File: src/inc/apmc_regs.svh
`ifndef APMC_REGS_SVH
`define APMC_REGS_SVH

// Power-mode codes carried by the two power-mode bits
`define APMC_MODE_PIN 2'h0
`define APMC_MODE_NORMAL 2'h1
`define APMC_MODE_FULL 2'h2
`define APMC_MODE_PARTIAL 2'h3

// Clock rate and documented times
`define APMC_CLK_MHZ 10
`define APMC_WAKE_NS 5000
`define APMC_CONV_NS 4600
`define APMC_TRIG_LOW_NS 5000
`define APMC_PWRON_US 300
`define APMC_AUTOCAL_US 32000
`define APMC_SWCAL_US 31250

// Cycle counts derived from the times above (least times round up)
`define APMC_WAKE_CYC ((`APMC_WAKE_NS * `APMC_CLK_MHZ + 999) / 1000)
`define APMC_CONV_CYC ((`APMC_CONV_NS * `APMC_CLK_MHZ + 999) / 1000)
`define APMC_TRIG_LOW_CYC ((`APMC_TRIG_LOW_NS * `APMC_CLK_MHZ + 999) / 1000)
`define APMC_PWRON_CYC (`APMC_PWRON_US * `APMC_CLK_MHZ)
`define APMC_AUTOCAL_CYC (`APMC_AUTOCAL_US * `APMC_CLK_MHZ)
`define APMC_SWCAL_CYC (`APMC_SWCAL_US * `APMC_CLK_MHZ)
`define APMC_CNT_W 19

// Host register map (byte addresses) and field positions
`define APMC_ADDR_W 4
`define APMC_HOST_CTRL 4'h0
`define APMC_HOST_CMD 4'h4
`define APMC_HOST_STAT 4'h8
`define APMC_CTRL_MODE_LO 0
`define APMC_CTRL_MODE_HI 1
`define APMC_CTRL_PIN 2
`define APMC_CTRL_SKIPCAL 3
`define APMC_CMD_APPLY 0
`define APMC_CMD_CAL 1
`define APMC_CMD_CONV 2
`define APMC_CMD_TRIG 3
`define APMC_STAT_READY 0
`define APMC_STAT_BUSY 1
`define APMC_STAT_ACTIVE 2
`define APMC_CTRL_RESET 4'h0

`endif

File: src/inc/apmc_pkg.sv
package apmc_pkg;
    typedef enum logic [2:0] {
        ST_POR, ST_AUTOCAL, ST_NORMAL, ST_CONVERT, ST_CAL, ST_FULL_DOWN, ST_PARTIAL, ST_WAKE
    } apmc_dev_state_t;

    typedef enum logic [1:0] {
        H_WAIT, H_IDLE, H_SEQ, H_TRIG
    } apmc_host_state_t;

    typedef enum logic [1:0] {
        K_APPLY, K_CONV, K_CAL, K_CAL_PARTIAL
    } apmc_seq_kind_t;
endpackage

File: src/inc/apmc_if.sv
`timescale 1ns/1ps
interface apmc_if;
    logic sample_trigger_n; // Conversion-start pin, falling wakes, rising converts
    logic power_down_n;     // Hardware power-down pin, low requests power-down
    logic cal_pin;          // Calibration pin, high at power-on skips autocal
    logic ctrl_wr;          // Control register write strobe
    logic [1:0] ctrl_mode;  // power_mode_hi_bit, power_mode_lo_bit
    logic ctrl_cal;         // Start software calibration
    logic ctrl_conv;        // Start software conversion
    logic busy;             // Conversion in progress

    modport dev (input sample_trigger_n, power_down_n, cal_pin, ctrl_wr, ctrl_mode,
                 ctrl_cal, ctrl_conv, output busy);
    modport host (output sample_trigger_n, power_down_n, cal_pin, ctrl_wr, ctrl_mode,
                  ctrl_cal, ctrl_conv, input busy);
endinterface

File: src/logic/apmc_device.sv
`timescale 1ns/1ps
`include "apmc_regs.svh"

// Behaviour
// - Bits 00, pin low: full down when idle
// - Bits 00, pin high: always normal operation
// - Full power-down switches off all circuitry
// - Bits 11: partial down, reference stays on
// - Pin control: host keeps mode bits zero
// - Software control: host holds pin high
// - Low throughput: host ties pin low
// - Auto full power-down when busy falls
// - Trigger falling edge wakes, ready in 5 us
// - Host holds trigger low at least 5 us
// - Pin ignored until power-on calibration ends
// - Calibration pin high skips power-on calibration
// - Host idles 32 ms during autocalibration
// - No autocal: host waits power-up time first
// - Host writes normal mode before software conversion
// - No automatic partial power-down after calibration
// - Partial-mode calibration takes three host writes
module apmc_device
    import apmc_pkg::*;
#(
    parameter int AUTOCAL_CYC = `APMC_AUTOCAL_CYC, // Power-on calibration length
    parameter int SWCAL_CYC = `APMC_SWCAL_CYC      // Software calibration length
) (
    input wire logic clk,           // Master clock
    input wire logic reset,         // Synchronous reset, active high
    apmc_if.dev link,               // Pins and control register from host
    output logic circuits_on,       // Converter circuitry powered
    output logic reference_on,      // Reference powered
    output logic calibrating,       // Calibration in progress
    output logic conv_done          // One-cycle pulse at end of conversion
);

    localparam logic [`APMC_CNT_W-1:0] WAKE_LOAD = `APMC_CNT_W'(`APMC_WAKE_CYC - 1);
    localparam logic [`APMC_CNT_W-1:0] CONV_LOAD = `APMC_CNT_W'(`APMC_CONV_CYC - 1);
    localparam logic [`APMC_CNT_W-1:0] AUTOCAL_LOAD = `APMC_CNT_W'(AUTOCAL_CYC - 1);
    localparam logic [`APMC_CNT_W-1:0] SWCAL_LOAD = `APMC_CNT_W'(SWCAL_CYC - 1);

    apmc_dev_state_t state_r, state_nxt;
    logic [1:0] mode_r, mode_nxt;
    logic arm_r, arm_nxt;
    logic [`APMC_CNT_W-1:0] cnt_r, cnt_nxt;
    logic trig_q_r, trig_q_nxt;
    logic pend_r, pend_nxt;
    logic busy_r, busy_nxt;
    logic circuits_nxt, reference_nxt, calibrating_nxt, conv_done_nxt;
    logic trig_fall, trig_rise, cnt_zero;

    // Idle power state chosen from mode bits, pin and partial arming
    function automatic apmc_dev_state_t idle_state(input logic [1:0] mode, input logic pin_n,
                                                   input logic arm);
        apmc_dev_state_t s;
        s = ST_NORMAL;
        unique case (mode)
            `APMC_MODE_PIN: s = pin_n ? ST_NORMAL : ST_FULL_DOWN;
            `APMC_MODE_NORMAL: s = ST_NORMAL;
            `APMC_MODE_FULL: s = ST_FULL_DOWN;
            `APMC_MODE_PARTIAL: s = arm ? ST_PARTIAL : ST_NORMAL;
        endcase
        return s;
    endfunction

    // Pins come from host logic on this same clock, so no synchroniser
    assign trig_fall = trig_q_r & ~link.sample_trigger_n;
    assign trig_rise = ~trig_q_r & link.sample_trigger_n;
    assign cnt_zero = (cnt_r == '0);

    // Power sequencer next state
    always_comb begin
        state_nxt = state_r;
        cnt_nxt = cnt_zero ? cnt_r : cnt_r - 1'b1;
        mode_nxt = link.ctrl_wr ? link.ctrl_mode : mode_r;
        arm_nxt = arm_r;
        pend_nxt = pend_r;
        trig_q_nxt = link.sample_trigger_n;
        conv_done_nxt = 1'b0;
        // Partial power-down is armed only by an explicit write of mode 11
        if (link.ctrl_wr && link.ctrl_mode == `APMC_MODE_PARTIAL) begin
            arm_nxt = 1'b1;
        end
        unique case (state_r)
            ST_POR: begin
                // Calibration pin caught one clock after reset release
                if (link.cal_pin) begin
                    state_nxt = idle_state(mode_nxt, link.power_down_n, arm_nxt);
                end else begin
                    state_nxt = ST_AUTOCAL;
                    cnt_nxt = AUTOCAL_LOAD;
                end
            end
            ST_AUTOCAL: begin
                // Power-down pin is not looked at until this ends; the host can only
                // raise the calibration pin after reset, so a high level cuts it short
                if (cnt_zero || link.cal_pin) begin
                    state_nxt = idle_state(mode_nxt, link.power_down_n, arm_nxt);
                end
            end
            ST_NORMAL, ST_FULL_DOWN, ST_PARTIAL: begin
                if (link.ctrl_wr && link.ctrl_cal) begin
                    state_nxt = ST_CAL;
                    cnt_nxt = SWCAL_LOAD;
                end else if (state_r == ST_NORMAL &&
                             (trig_rise || (link.ctrl_wr && link.ctrl_conv))) begin
                    state_nxt = ST_CONVERT;
                    cnt_nxt = CONV_LOAD;
                end else if (state_r != ST_NORMAL && trig_fall &&
                             mode_r != `APMC_MODE_FULL) begin
                    // Software full power-down needs a mode write, not a pulse
                    state_nxt = ST_WAKE;
                    cnt_nxt = WAKE_LOAD;
                    pend_nxt = 1'b0;
                end else begin
                    state_nxt = idle_state(mode_nxt, link.power_down_n, arm_nxt);
                end
            end
            ST_WAKE: begin
                // An early rising edge is held and served once powered up
                if (trig_rise) begin
                    pend_nxt = 1'b1;
                end
                if (cnt_zero && (pend_r || trig_rise)) begin
                    state_nxt = ST_CONVERT;
                    cnt_nxt = CONV_LOAD;
                    pend_nxt = 1'b0;
                end
            end
            ST_CONVERT: begin
                if (cnt_zero) begin
                    // Decision taken as busy falls
                    conv_done_nxt = 1'b1;
                    state_nxt = idle_state(mode_nxt, link.power_down_n, arm_nxt);
                end
            end
            ST_CAL: begin
                if (cnt_zero) begin
                    arm_nxt = link.ctrl_wr && link.ctrl_mode == `APMC_MODE_PARTIAL;
                    state_nxt = idle_state(mode_nxt, link.power_down_n, arm_nxt);
                end
            end
        endcase
        busy_nxt = (state_nxt == ST_CONVERT);
        circuits_nxt = !(state_nxt == ST_FULL_DOWN || state_nxt == ST_PARTIAL);
        reference_nxt = (state_nxt != ST_FULL_DOWN);
        calibrating_nxt = (state_nxt == ST_CAL || state_nxt == ST_AUTOCAL);
    end

    // Sequencer registers
    always_ff @(posedge clk) begin
        if (reset) begin
            state_r <= ST_POR;
            mode_r <= `APMC_MODE_PIN;
            arm_r <= 1'b0;
            cnt_r <= '0;
            trig_q_r <= 1'b1;
            pend_r <= 1'b0;
            busy_r <= 1'b0;
            circuits_on <= 1'b1;
            reference_on <= 1'b1;
            calibrating <= 1'b0;
            conv_done <= 1'b0;
        end else begin
            state_r <= state_nxt;
            mode_r <= mode_nxt;
            arm_r <= arm_nxt;
            cnt_r <= cnt_nxt;
            trig_q_r <= trig_q_nxt;
            pend_r <= pend_nxt;
            busy_r <= busy_nxt;
            circuits_on <= circuits_nxt;
            reference_on <= reference_nxt;
            calibrating <= calibrating_nxt;
            conv_done <= conv_done_nxt;
        end
    end

    assign link.busy = busy_r;

endmodule

File: src/flat_wrapper.sv
// flat-port wrapper written by rule: the top's interface ports become plain ports
module apmc_device_flat import apmc_pkg::*;
#(
    parameter int AUTOCAL_CYC = `APMC_AUTOCAL_CYC,                               
    parameter int SWCAL_CYC = `APMC_SWCAL_CYC                                    
)
  (clk, reset, circuits_on, reference_on, calibrating, conv_done, link_sample_trigger_n, link_power_down_n, link_cal_pin, link_ctrl_wr, link_ctrl_mode, link_ctrl_cal, link_ctrl_conv, link_busy);
  apmc_if link_i ();
  input wire logic clk;
  input wire logic reset;
  output logic circuits_on;
  output logic reference_on;
  output logic calibrating;
  output logic conv_done;
  input wire logic [$bits(link_i.sample_trigger_n)-1:0] link_sample_trigger_n;
  input wire logic [$bits(link_i.power_down_n)-1:0] link_power_down_n;
  input wire logic [$bits(link_i.cal_pin)-1:0] link_cal_pin;
  input wire logic [$bits(link_i.ctrl_wr)-1:0] link_ctrl_wr;
  input wire logic [$bits(link_i.ctrl_mode)-1:0] link_ctrl_mode;
  input wire logic [$bits(link_i.ctrl_cal)-1:0] link_ctrl_cal;
  input wire logic [$bits(link_i.ctrl_conv)-1:0] link_ctrl_conv;
  output wire logic [$bits(link_i.busy)-1:0] link_busy;
  assign link_i.sample_trigger_n = link_sample_trigger_n;
  assign link_i.power_down_n = link_power_down_n;
  assign link_i.cal_pin = link_cal_pin;
  assign link_i.ctrl_wr = link_ctrl_wr;
  assign link_i.ctrl_mode = link_ctrl_mode;
  assign link_i.ctrl_cal = link_ctrl_cal;
  assign link_i.ctrl_conv = link_ctrl_conv;
  assign link_busy = link_i.busy;
  apmc_device #(.AUTOCAL_CYC(AUTOCAL_CYC), .SWCAL_CYC(SWCAL_CYC)) u_core (.clk(clk), .reset(reset), .link(link_i), .circuits_on(circuits_on), .reference_on(reference_on), .calibrating(calibrating), .conv_done(conv_done));
endmodule
File: config.mk
export PLATFORM = sky130hd
export DESIGN_NAME = apmc_device_flat
export DESIGN_NICKNAME = d
export VERILOG_FILES = /design/src/inc/apmc_pkg.sv /design/src/inc/apmc_if.sv /design/src/logic/apmc_device.sv /design/src/flat_wrapper.sv
export VERILOG_INCLUDE_DIRS = /design/src /design/src/inc
export SDC_FILE = /design/constraint.sdc
export NUM_CORES = 1
export LEC_CHECK = 0
export ABC_CLOCK_PERIOD_IN_PS = 3630
export CAP_MARGIN = 20
export CORE_UTILIZATION = 55
export DETAILED_ROUTE_END_ITERATION = 10
export DONT_BUFFER_PORTS = 1
export GPL_TIMING_DRIVEN = 0
export HOLD_SLACK_MARGIN = 0.05
export PLACE_DENSITY_LB_ADDON = 0.2
export RECOVER_POWER = 25
export REMOVE_ABC_BUFFERS = 1
export SLEW_MARGIN = 20
export SYNTH_ARGS = -nofsm -noshare
export SYNTH_HDL_FRONTEND = slang
export SYNTH_SLANG_ARGS = --single-unit
export TNS_END_PERCENT = 50
File: constraint.sdc
create_clock -name clk -period 3.63 [get_ports clk]
set_clock_uncertainty 0.05 [all_clocks]
set_input_delay 0.1815 -clock clk [delete_from_list [all_inputs] [get_ports clk]]
set_output_delay 0.1815 -clock clk [all_outputs]
set_load 0.005 [all_outputs]
* Word level (Yosys, flattened, before mapping)
Cells that the tools add are included.
** Operators by class
- $add $sub $neg :: 1
- Equality and inequality tests :: 23
- Multiplexer cells :: 32
- Bitwise logic cells :: 5
- Reductions and logical operators :: 20
** Operator list (count)
- 19-bit 2-to-1 mux :: 6
- 19-bit case mux with 3 select lines :: 1
- 3-bit 2-to-1 mux :: 11
- 3-bit case mux with 4 select lines :: 2
- 3-bit == test, second input constant :: 7
- 19-bit logical NOT :: 1
- 19-bit by 1-bit subtractor with 19-bit output, second input constant :: 1
- 3-bit case mux with 6 select lines :: 1
- 3-bit by 2-bit == test with 1-bit output, second input constant :: 3
- 1-bit 2-to-1 mux :: 9
- 1-bit logical AND :: 7
- 2-bit == test, second input constant :: 3
- 3-bit by 1-bit == test with 1-bit output, second input constant :: 2
- 2-bit != test, second input constant :: 3
- 1-bit logical OR :: 5
- 5-bit AND reduction :: 1
- 3-bit logical NOT :: 1
- 3-bit by 1-bit != test with 1-bit output, second input constant :: 1
- 3-bit by 2-bit != test with 1-bit output, second input constant :: 1
- 3-bit != test, second input constant :: 1
- 1-bit NOT :: 3
- 3-bit OR reduction :: 1
- 1-bit bitwise AND :: 2
- 2-bit by 1-bit == test with 1-bit output, second input constant :: 1
- 7 further kinds :: 7
** Storage, ports and cells
- Flip-flop bits (word level) :: 32
- Input port bits :: 10
- Output and inout port bits :: 5
- Word-level logic and storage cells :: 92

* Logic depth before layout (Yosys ltp)
- Depth in word-level cells :: 12
- Gate-level depth with buffers :: 8
- Depth with buffers taken out :: 8

* Worst setup path before layout
No wires, ideal clock.
- Kind :: register -> register
- Start :: reg u_core.cnt_r[8]
- End :: reg u_core.calibrating
- Library setup time :: 66 ps
- Arrival :: 1973 ps
- Data required time :: 3514 ps
- Setup slack :: 1541 ps
- Cell stages (with the launch flop) :: 7
- Path buffers :: 0
- Clock period less this slack :: 2089 ps
- Cell sequence :: dfxtp_1 > or4_4 > nor4_4 > a211oi_2 > a2111oi_4 > a21bo_1 > a21oi_2
** On the way
- Longest elaborated chain between the ends :: 6
- Elaborated cells on any way between the ends :: 11
- Those cells by class :: eq/ne: 2; mux: 5; reduce/logical: 4
** Ends and longest elaborated chain
- start: declaration :: line apmc_device.sv:45 : logic [`APMC_CNT_W-1:0] cnt_r, cnt_nxt;
- start signal: assignment :: line apmc_device.sv:168 : cnt_r <= cnt_nxt;
- 19-bit logical NOT (*) :: line apmc_device.sv:69 : assign cnt_zero = (cnt_r == '0);
- 1-bit logical AND / 1-bit logical OR (equally long branches) :: line apmc_device.sv:124, apmc_device.sv:97
- 3-bit 2-to-1 mux (on tied branches) :: line apmc_device.sv:124, apmc_device.sv:97
- 3-bit case mux with 6 select lines (*) :: line apmc_device.sv:84 : unique case (state_r)
- 3-bit == test / 3-bit by 1-bit == test with 1-bit output (equally long branches) :: line apmc_device.sv:147 : calibrating_nxt = (state_nxt == ST_CAL || state_nxt == ST_AUTOCAL);
- 1-bit logical OR (*) :: line apmc_device.sv:147
- end signal: assignment :: line apmc_device.sv:174 : calibrating <= calibrating_nxt;
- end: declaration :: line apmc_device.sv:33 : output logic calibrating,
Mark *: on every way between the ends. The rest lies on a longest branch, timed or not.
A chain may end at the register's enable or synchronous reset.

* Final worst setup path
- Start :: reg u_core.cnt_r[17]
- End :: reg u_core.cnt_r[12]
** On the way
- Longest elaborated chain between the ends :: 6
- Elaborated cells on any way between the ends :: 9
- Those cells by class :: mux: 7; reduce/logical: 2
** Ends and longest elaborated chain
- 19-bit logical NOT (*) :: line apmc_device.sv:69
- 19-bit 2-to-1 mux :: line apmc_device.sv:74 : cnt_nxt = cnt_zero ? cnt_r : cnt_r - 1'b1;
- 19-bit 2-to-1 mux :: line apmc_device.sv:109 : end else if (state_r != ST_NORMAL && trig_fall &&
- 19-bit 2-to-1 mux :: line apmc_device.sv:105 : end else if (state_r == ST_NORMAL &&
- 19-bit 2-to-1 mux :: line apmc_device.sv:102 : if (link.ctrl_wr && link.ctrl_cal) begin
- 19-bit case mux with 3 select lines (*) :: line apmc_device.sv:84
Marks and branches as above.

==> implementation parameters <==
Parameter                              Value

Synth
  Post-synth top flop ... dfxtp_1
  Dominant cells by area after synthesis ... dfxtp_1 (32%), nand2_1 (4.3%), a21oi_1 (4.2%)
  Library cells used by synthesis ... 57
  Cell area after synthesis ... 0.00202 mm2
  Top cell type by total area after synthesis ... dfxtp_1
  Top post-synthesis cells by count ... dfxtp_1 (32), nand2_1 (23), nor2_1 (22)
  Number of synthesized register bits ... 32
  Post-Syn Instances ... 246
  Async set-or-reset flop fraction in the synthesized netlist ... 0
  Number of enable-type register cells in the synthesized netlist ... 0
  Most frequently used cell type in the post-synthesis netlist ... dfxtp_1
  Yosys warning count ... 0
  Avg Cell Area, Syn ... 8.22 um2
  Sequential element share of the synthesized area ... 0.317
  Area fraction of the dominant cell type after synthesis ... 0.317

Clock tree
  Sinks on the clock net ... 32
  H-tree depth reported by CTS ... 2
  Maximum count of clock buffers along a single path ... 2
  Root Buffer ... clkbuf_4
  TritonCTS Buffers ... 5
  Clock transition time at the flip-flop clock pins of the worst setup and hold paths ... 0.11 ns
  CTS tree ... yes
  Clk_lat worst skew ... 0.35 ns

Layout
  ANT cells ... 0
  Final Cell Area ... 0.00222 mm2
  Fill count ... 308
  Final net count ... 265
  Post-synthesis to final-layout area growth ... 9.59%
  Number of standard cells in the final layout excluding fillers ... 300
  Layout cell share with drive strength beyond 1 ... 0.0984

Global routing
  Overall overflow remaining after global route ... 0
  GRT Util Overall ... 0.282
  Vias in the first global route ... 1848
  Largest net degree at the start of global routing ... 21
  Global-route wire length before repair ... 8.51 mm
  Initial antenna violation count ... 0

Routing
  Via count normalized by instance count ... 6.30
  Number of vias after detailed routing ... 1890
  First-iteration detailed-routing DRC count ... 105
  Total Routed Length ... 5.12 mm
  Routed wirelength normalized by instance count ... 17.1 um
  Detail Route Antenna Nets ... 0
  Post-detailed-route DRC marker count ... 0
  Detailed-router iteration count before antenna repair ... 5

Power
  Int Pwr ... 1.06 mW
  Switching power total ... 0.894 mW
  Post-layout total power ... 1.95 mW
  IR drop worst, VDD ... 0.508 mV
  Power share of the combinational group ... 0.519
  Seq pwr share ... 0.322
  Static Leakage ... 0.771 nW
  Switching part of the total ... 0.458
  P per Cell Area ... 881 mW/mm2
  Portion of total power attributed to the clock network ... 0.159

Critical path
  Kind of start point of the critical path ... register
  WP buf/inv ... 0
  List of cells traversed by the critical path ... nor4_1 > nand4_1 > o31ai_1 > o21ai_1 > nor2b_1 > nor3_1
  Maximum cell stage delay along the critical path ... 0.56 ns
  Worst path arrival time ... 2.72 ns
  Worst reg-to-reg setup slack ... 1.06 ns
  Worst path slowest cell ... nor4_1
  Kind of cell adding the most delay to the critical path ... simple AND/OR/NAND/NOR gates
  Kind of critical path ... reg -> reg
  Endpoint kind of the worst setup timing path ... register
  Required @ worst endpoint ... 3.78 ns
  Largest fanout on the critical path ... 5

Run
  Max Cap Violations ... 0

STA
  Smallest hold slack ... 0.112 ns
  Final hold violations ... 0
  Setup TNS after final layout ... 0 ns
  Headroom to the max-slew limit ... 0.434
  Total setup violations reported at the end of the flow ... 0
  Count of pins over their slew limit ... 0
  Setup repair after global routing missed its margin ... false
  Top achievable clock speed ... 389 MHz
  Transition time at the pin with the least slew margin ... 0.846 ns
  Final critical-path required period ... 2.57 ns
  Post-route clock period utilization ... 0.709

Worst hold path
  Worst Hold Class ... in -> reg

Placed design
  Half-perimeter wire length after placement ... 3.71 mm
  RD Place Congestion ... 0.911
  Area after detailed placement ... 0.00205 mm2
  Number of I/O port buffers ... 0
  Placed Cells incl. Taps ... 285

Floorplanning
  Cell Rows ... 21
  Initial Utilization ... 0.592
  Number of primary I/O pins ... 15
  Die X ... 62.6 um
  Area of the core ... 0.00342 mm2
  DIE AREA ... 0.00392 mm2
  Chip height ... 62.6 um

Status
  Run status ... completed
-- flip-flops by register name, summed over array words and instances (netlist names) --
| register | count |
|---|---|
| u_core.pend_r | 1 |
| u_core.arm_r | 1 |
| u_core.circuits_on | 1 |
| u_core.conv_done | 1 |
| u_core.link.busy | 1 |
| u_core.mode_r | 2 |
| u_core.trig_q_r | 1 |
| u_core.calibrating | 1 |
| u_core.state_r | 3 |
| u_core.reference_on | 1 |
| u_core.cnt_r | 19 |
-- worst reg2reg max path: stages (launching register included) --
cell	delay, ns
dfxtp_1	0.35
nor4_1	0.56
nand4_1	0.29
o31ai_1	0.51
o21ai_1	0.18
nor2b_1	0.39
nor3_1	0.09
-- power groups by stage --
stage                     combinational (mW)  sequential, mW  clock (mW)
after floorplan                        0.807           0.589           0
after global placement                 0.965           0.625           0
after detailed placement               0.978           0.631           0
after CTS                              0.999           0.625       0.314
after global routing                    1.12           0.646       0.328
final                                   1.01           0.628       0.311
-- per-layer routing --
layer  GRT usage  part of all wire
met1       0.351              0.45
met2       0.459              0.47
met4       0.151             0.034
met3      0.0529             0.052
met5           0                 0
-- cells in the final DEF (no fill, tap or decap), drive strengths merged, types with 2 or more instances in the layout --
master	netlist	final
xor2	6	6
nand2b	8	8
or4	3	3
dfxtp	32	32
o31a	3	3
clkbuf	5	7
a211oi	4	4
nor4	8	8
ha	2	2
nand3b	5	5
a221oi	4	4
a2111oi	2	2
nand2	23	23
o31ai	6	6
nand3	11	11
mux2i	3	3
a21oi	18	18
or3	2	2
and2	4	4
a22oi	2	2
dlygate4sd3	0	7
inv	7	7
o21a	3	3
nor3	9	9
a31oi	2	2
o21ai	10	10
a21boi	2	2
xnor2	9	9
nand4	4	4
a311oi	2	2
nor2	23	23
nor2b	7	7
o211ai	2	2
or2	2	2
-- logic make-up (layout without fill, tap and decap cells) --
group | count (synthesis) | count (layout) | share of synthesized area
AOI/OAI and AO/OA | 68 | 68 | 0.251
xor gates and xnor gates | 15 | 15 | 0.0650
adders and majority gates | 2 | 2 | 0.0124
buffers and inverters | 14 | 22 | 0.0272
DFF | 32 | 32 | 0.317
muxes | 3 | 3 | 0.0149
and+or+nand+nor | 112 | 112 | 0.313
-- path summary, 6_finish.rpt --
path,from,cells after the start,to
worst max register to register,u_core.cnt_r[17]$_SDFF_PP0_,6,u_core.cnt_r[12]$_SDFF_PP0_
worst min register to register,u_core.pend_r$_SDFFE_PP0P_,2,u_core.pend_r$_SDFFE_PP0P_
worst max-delay path,u_core.cnt_r[17]$_SDFF_PP0_,6,u_core.cnt_r[12]$_SDFF_PP0_
worst min-delay path,link_cal_pin,2,u_core.cnt_r[13]$_SDFF_PP0_
-- final cells by class --
cell class | instances | area [um2] | share of cell area
well taps | 46 | 57.6 | 0.0260
flip-flops and latches | 32 | 641 | 0.289
clock buffers | 7 | 65.1 | 0.0294
repair buffers | 7 | 70.1 | 0.0316
inverters | 7 | 26.3 | 0.0119
clock inverters | 1 | 30.0 | 0.0136
multi-input cells | 200 | 1330 | 0.599
-- stage by stage --
stage | worst slack, ns | util
floorplan | 1.54 | -
global placement | 1.19 | 0.600
detailed placement | 1.21 | 0.600
CTS | 1.07 | 0.649
global route | 0.841 | 0.649
finish | 1.06 | 0.649
-- timing repair --
| item | in CTS | in global routing |
|---|---|---|
| hold endpoints to repair | 24 | 0 |
| gates resized for setup | 0 | 0 |
| hold buffers | 7 | 0 |
| setup buffers | 0 | 0 |
(Power assumes the default switching activity.)
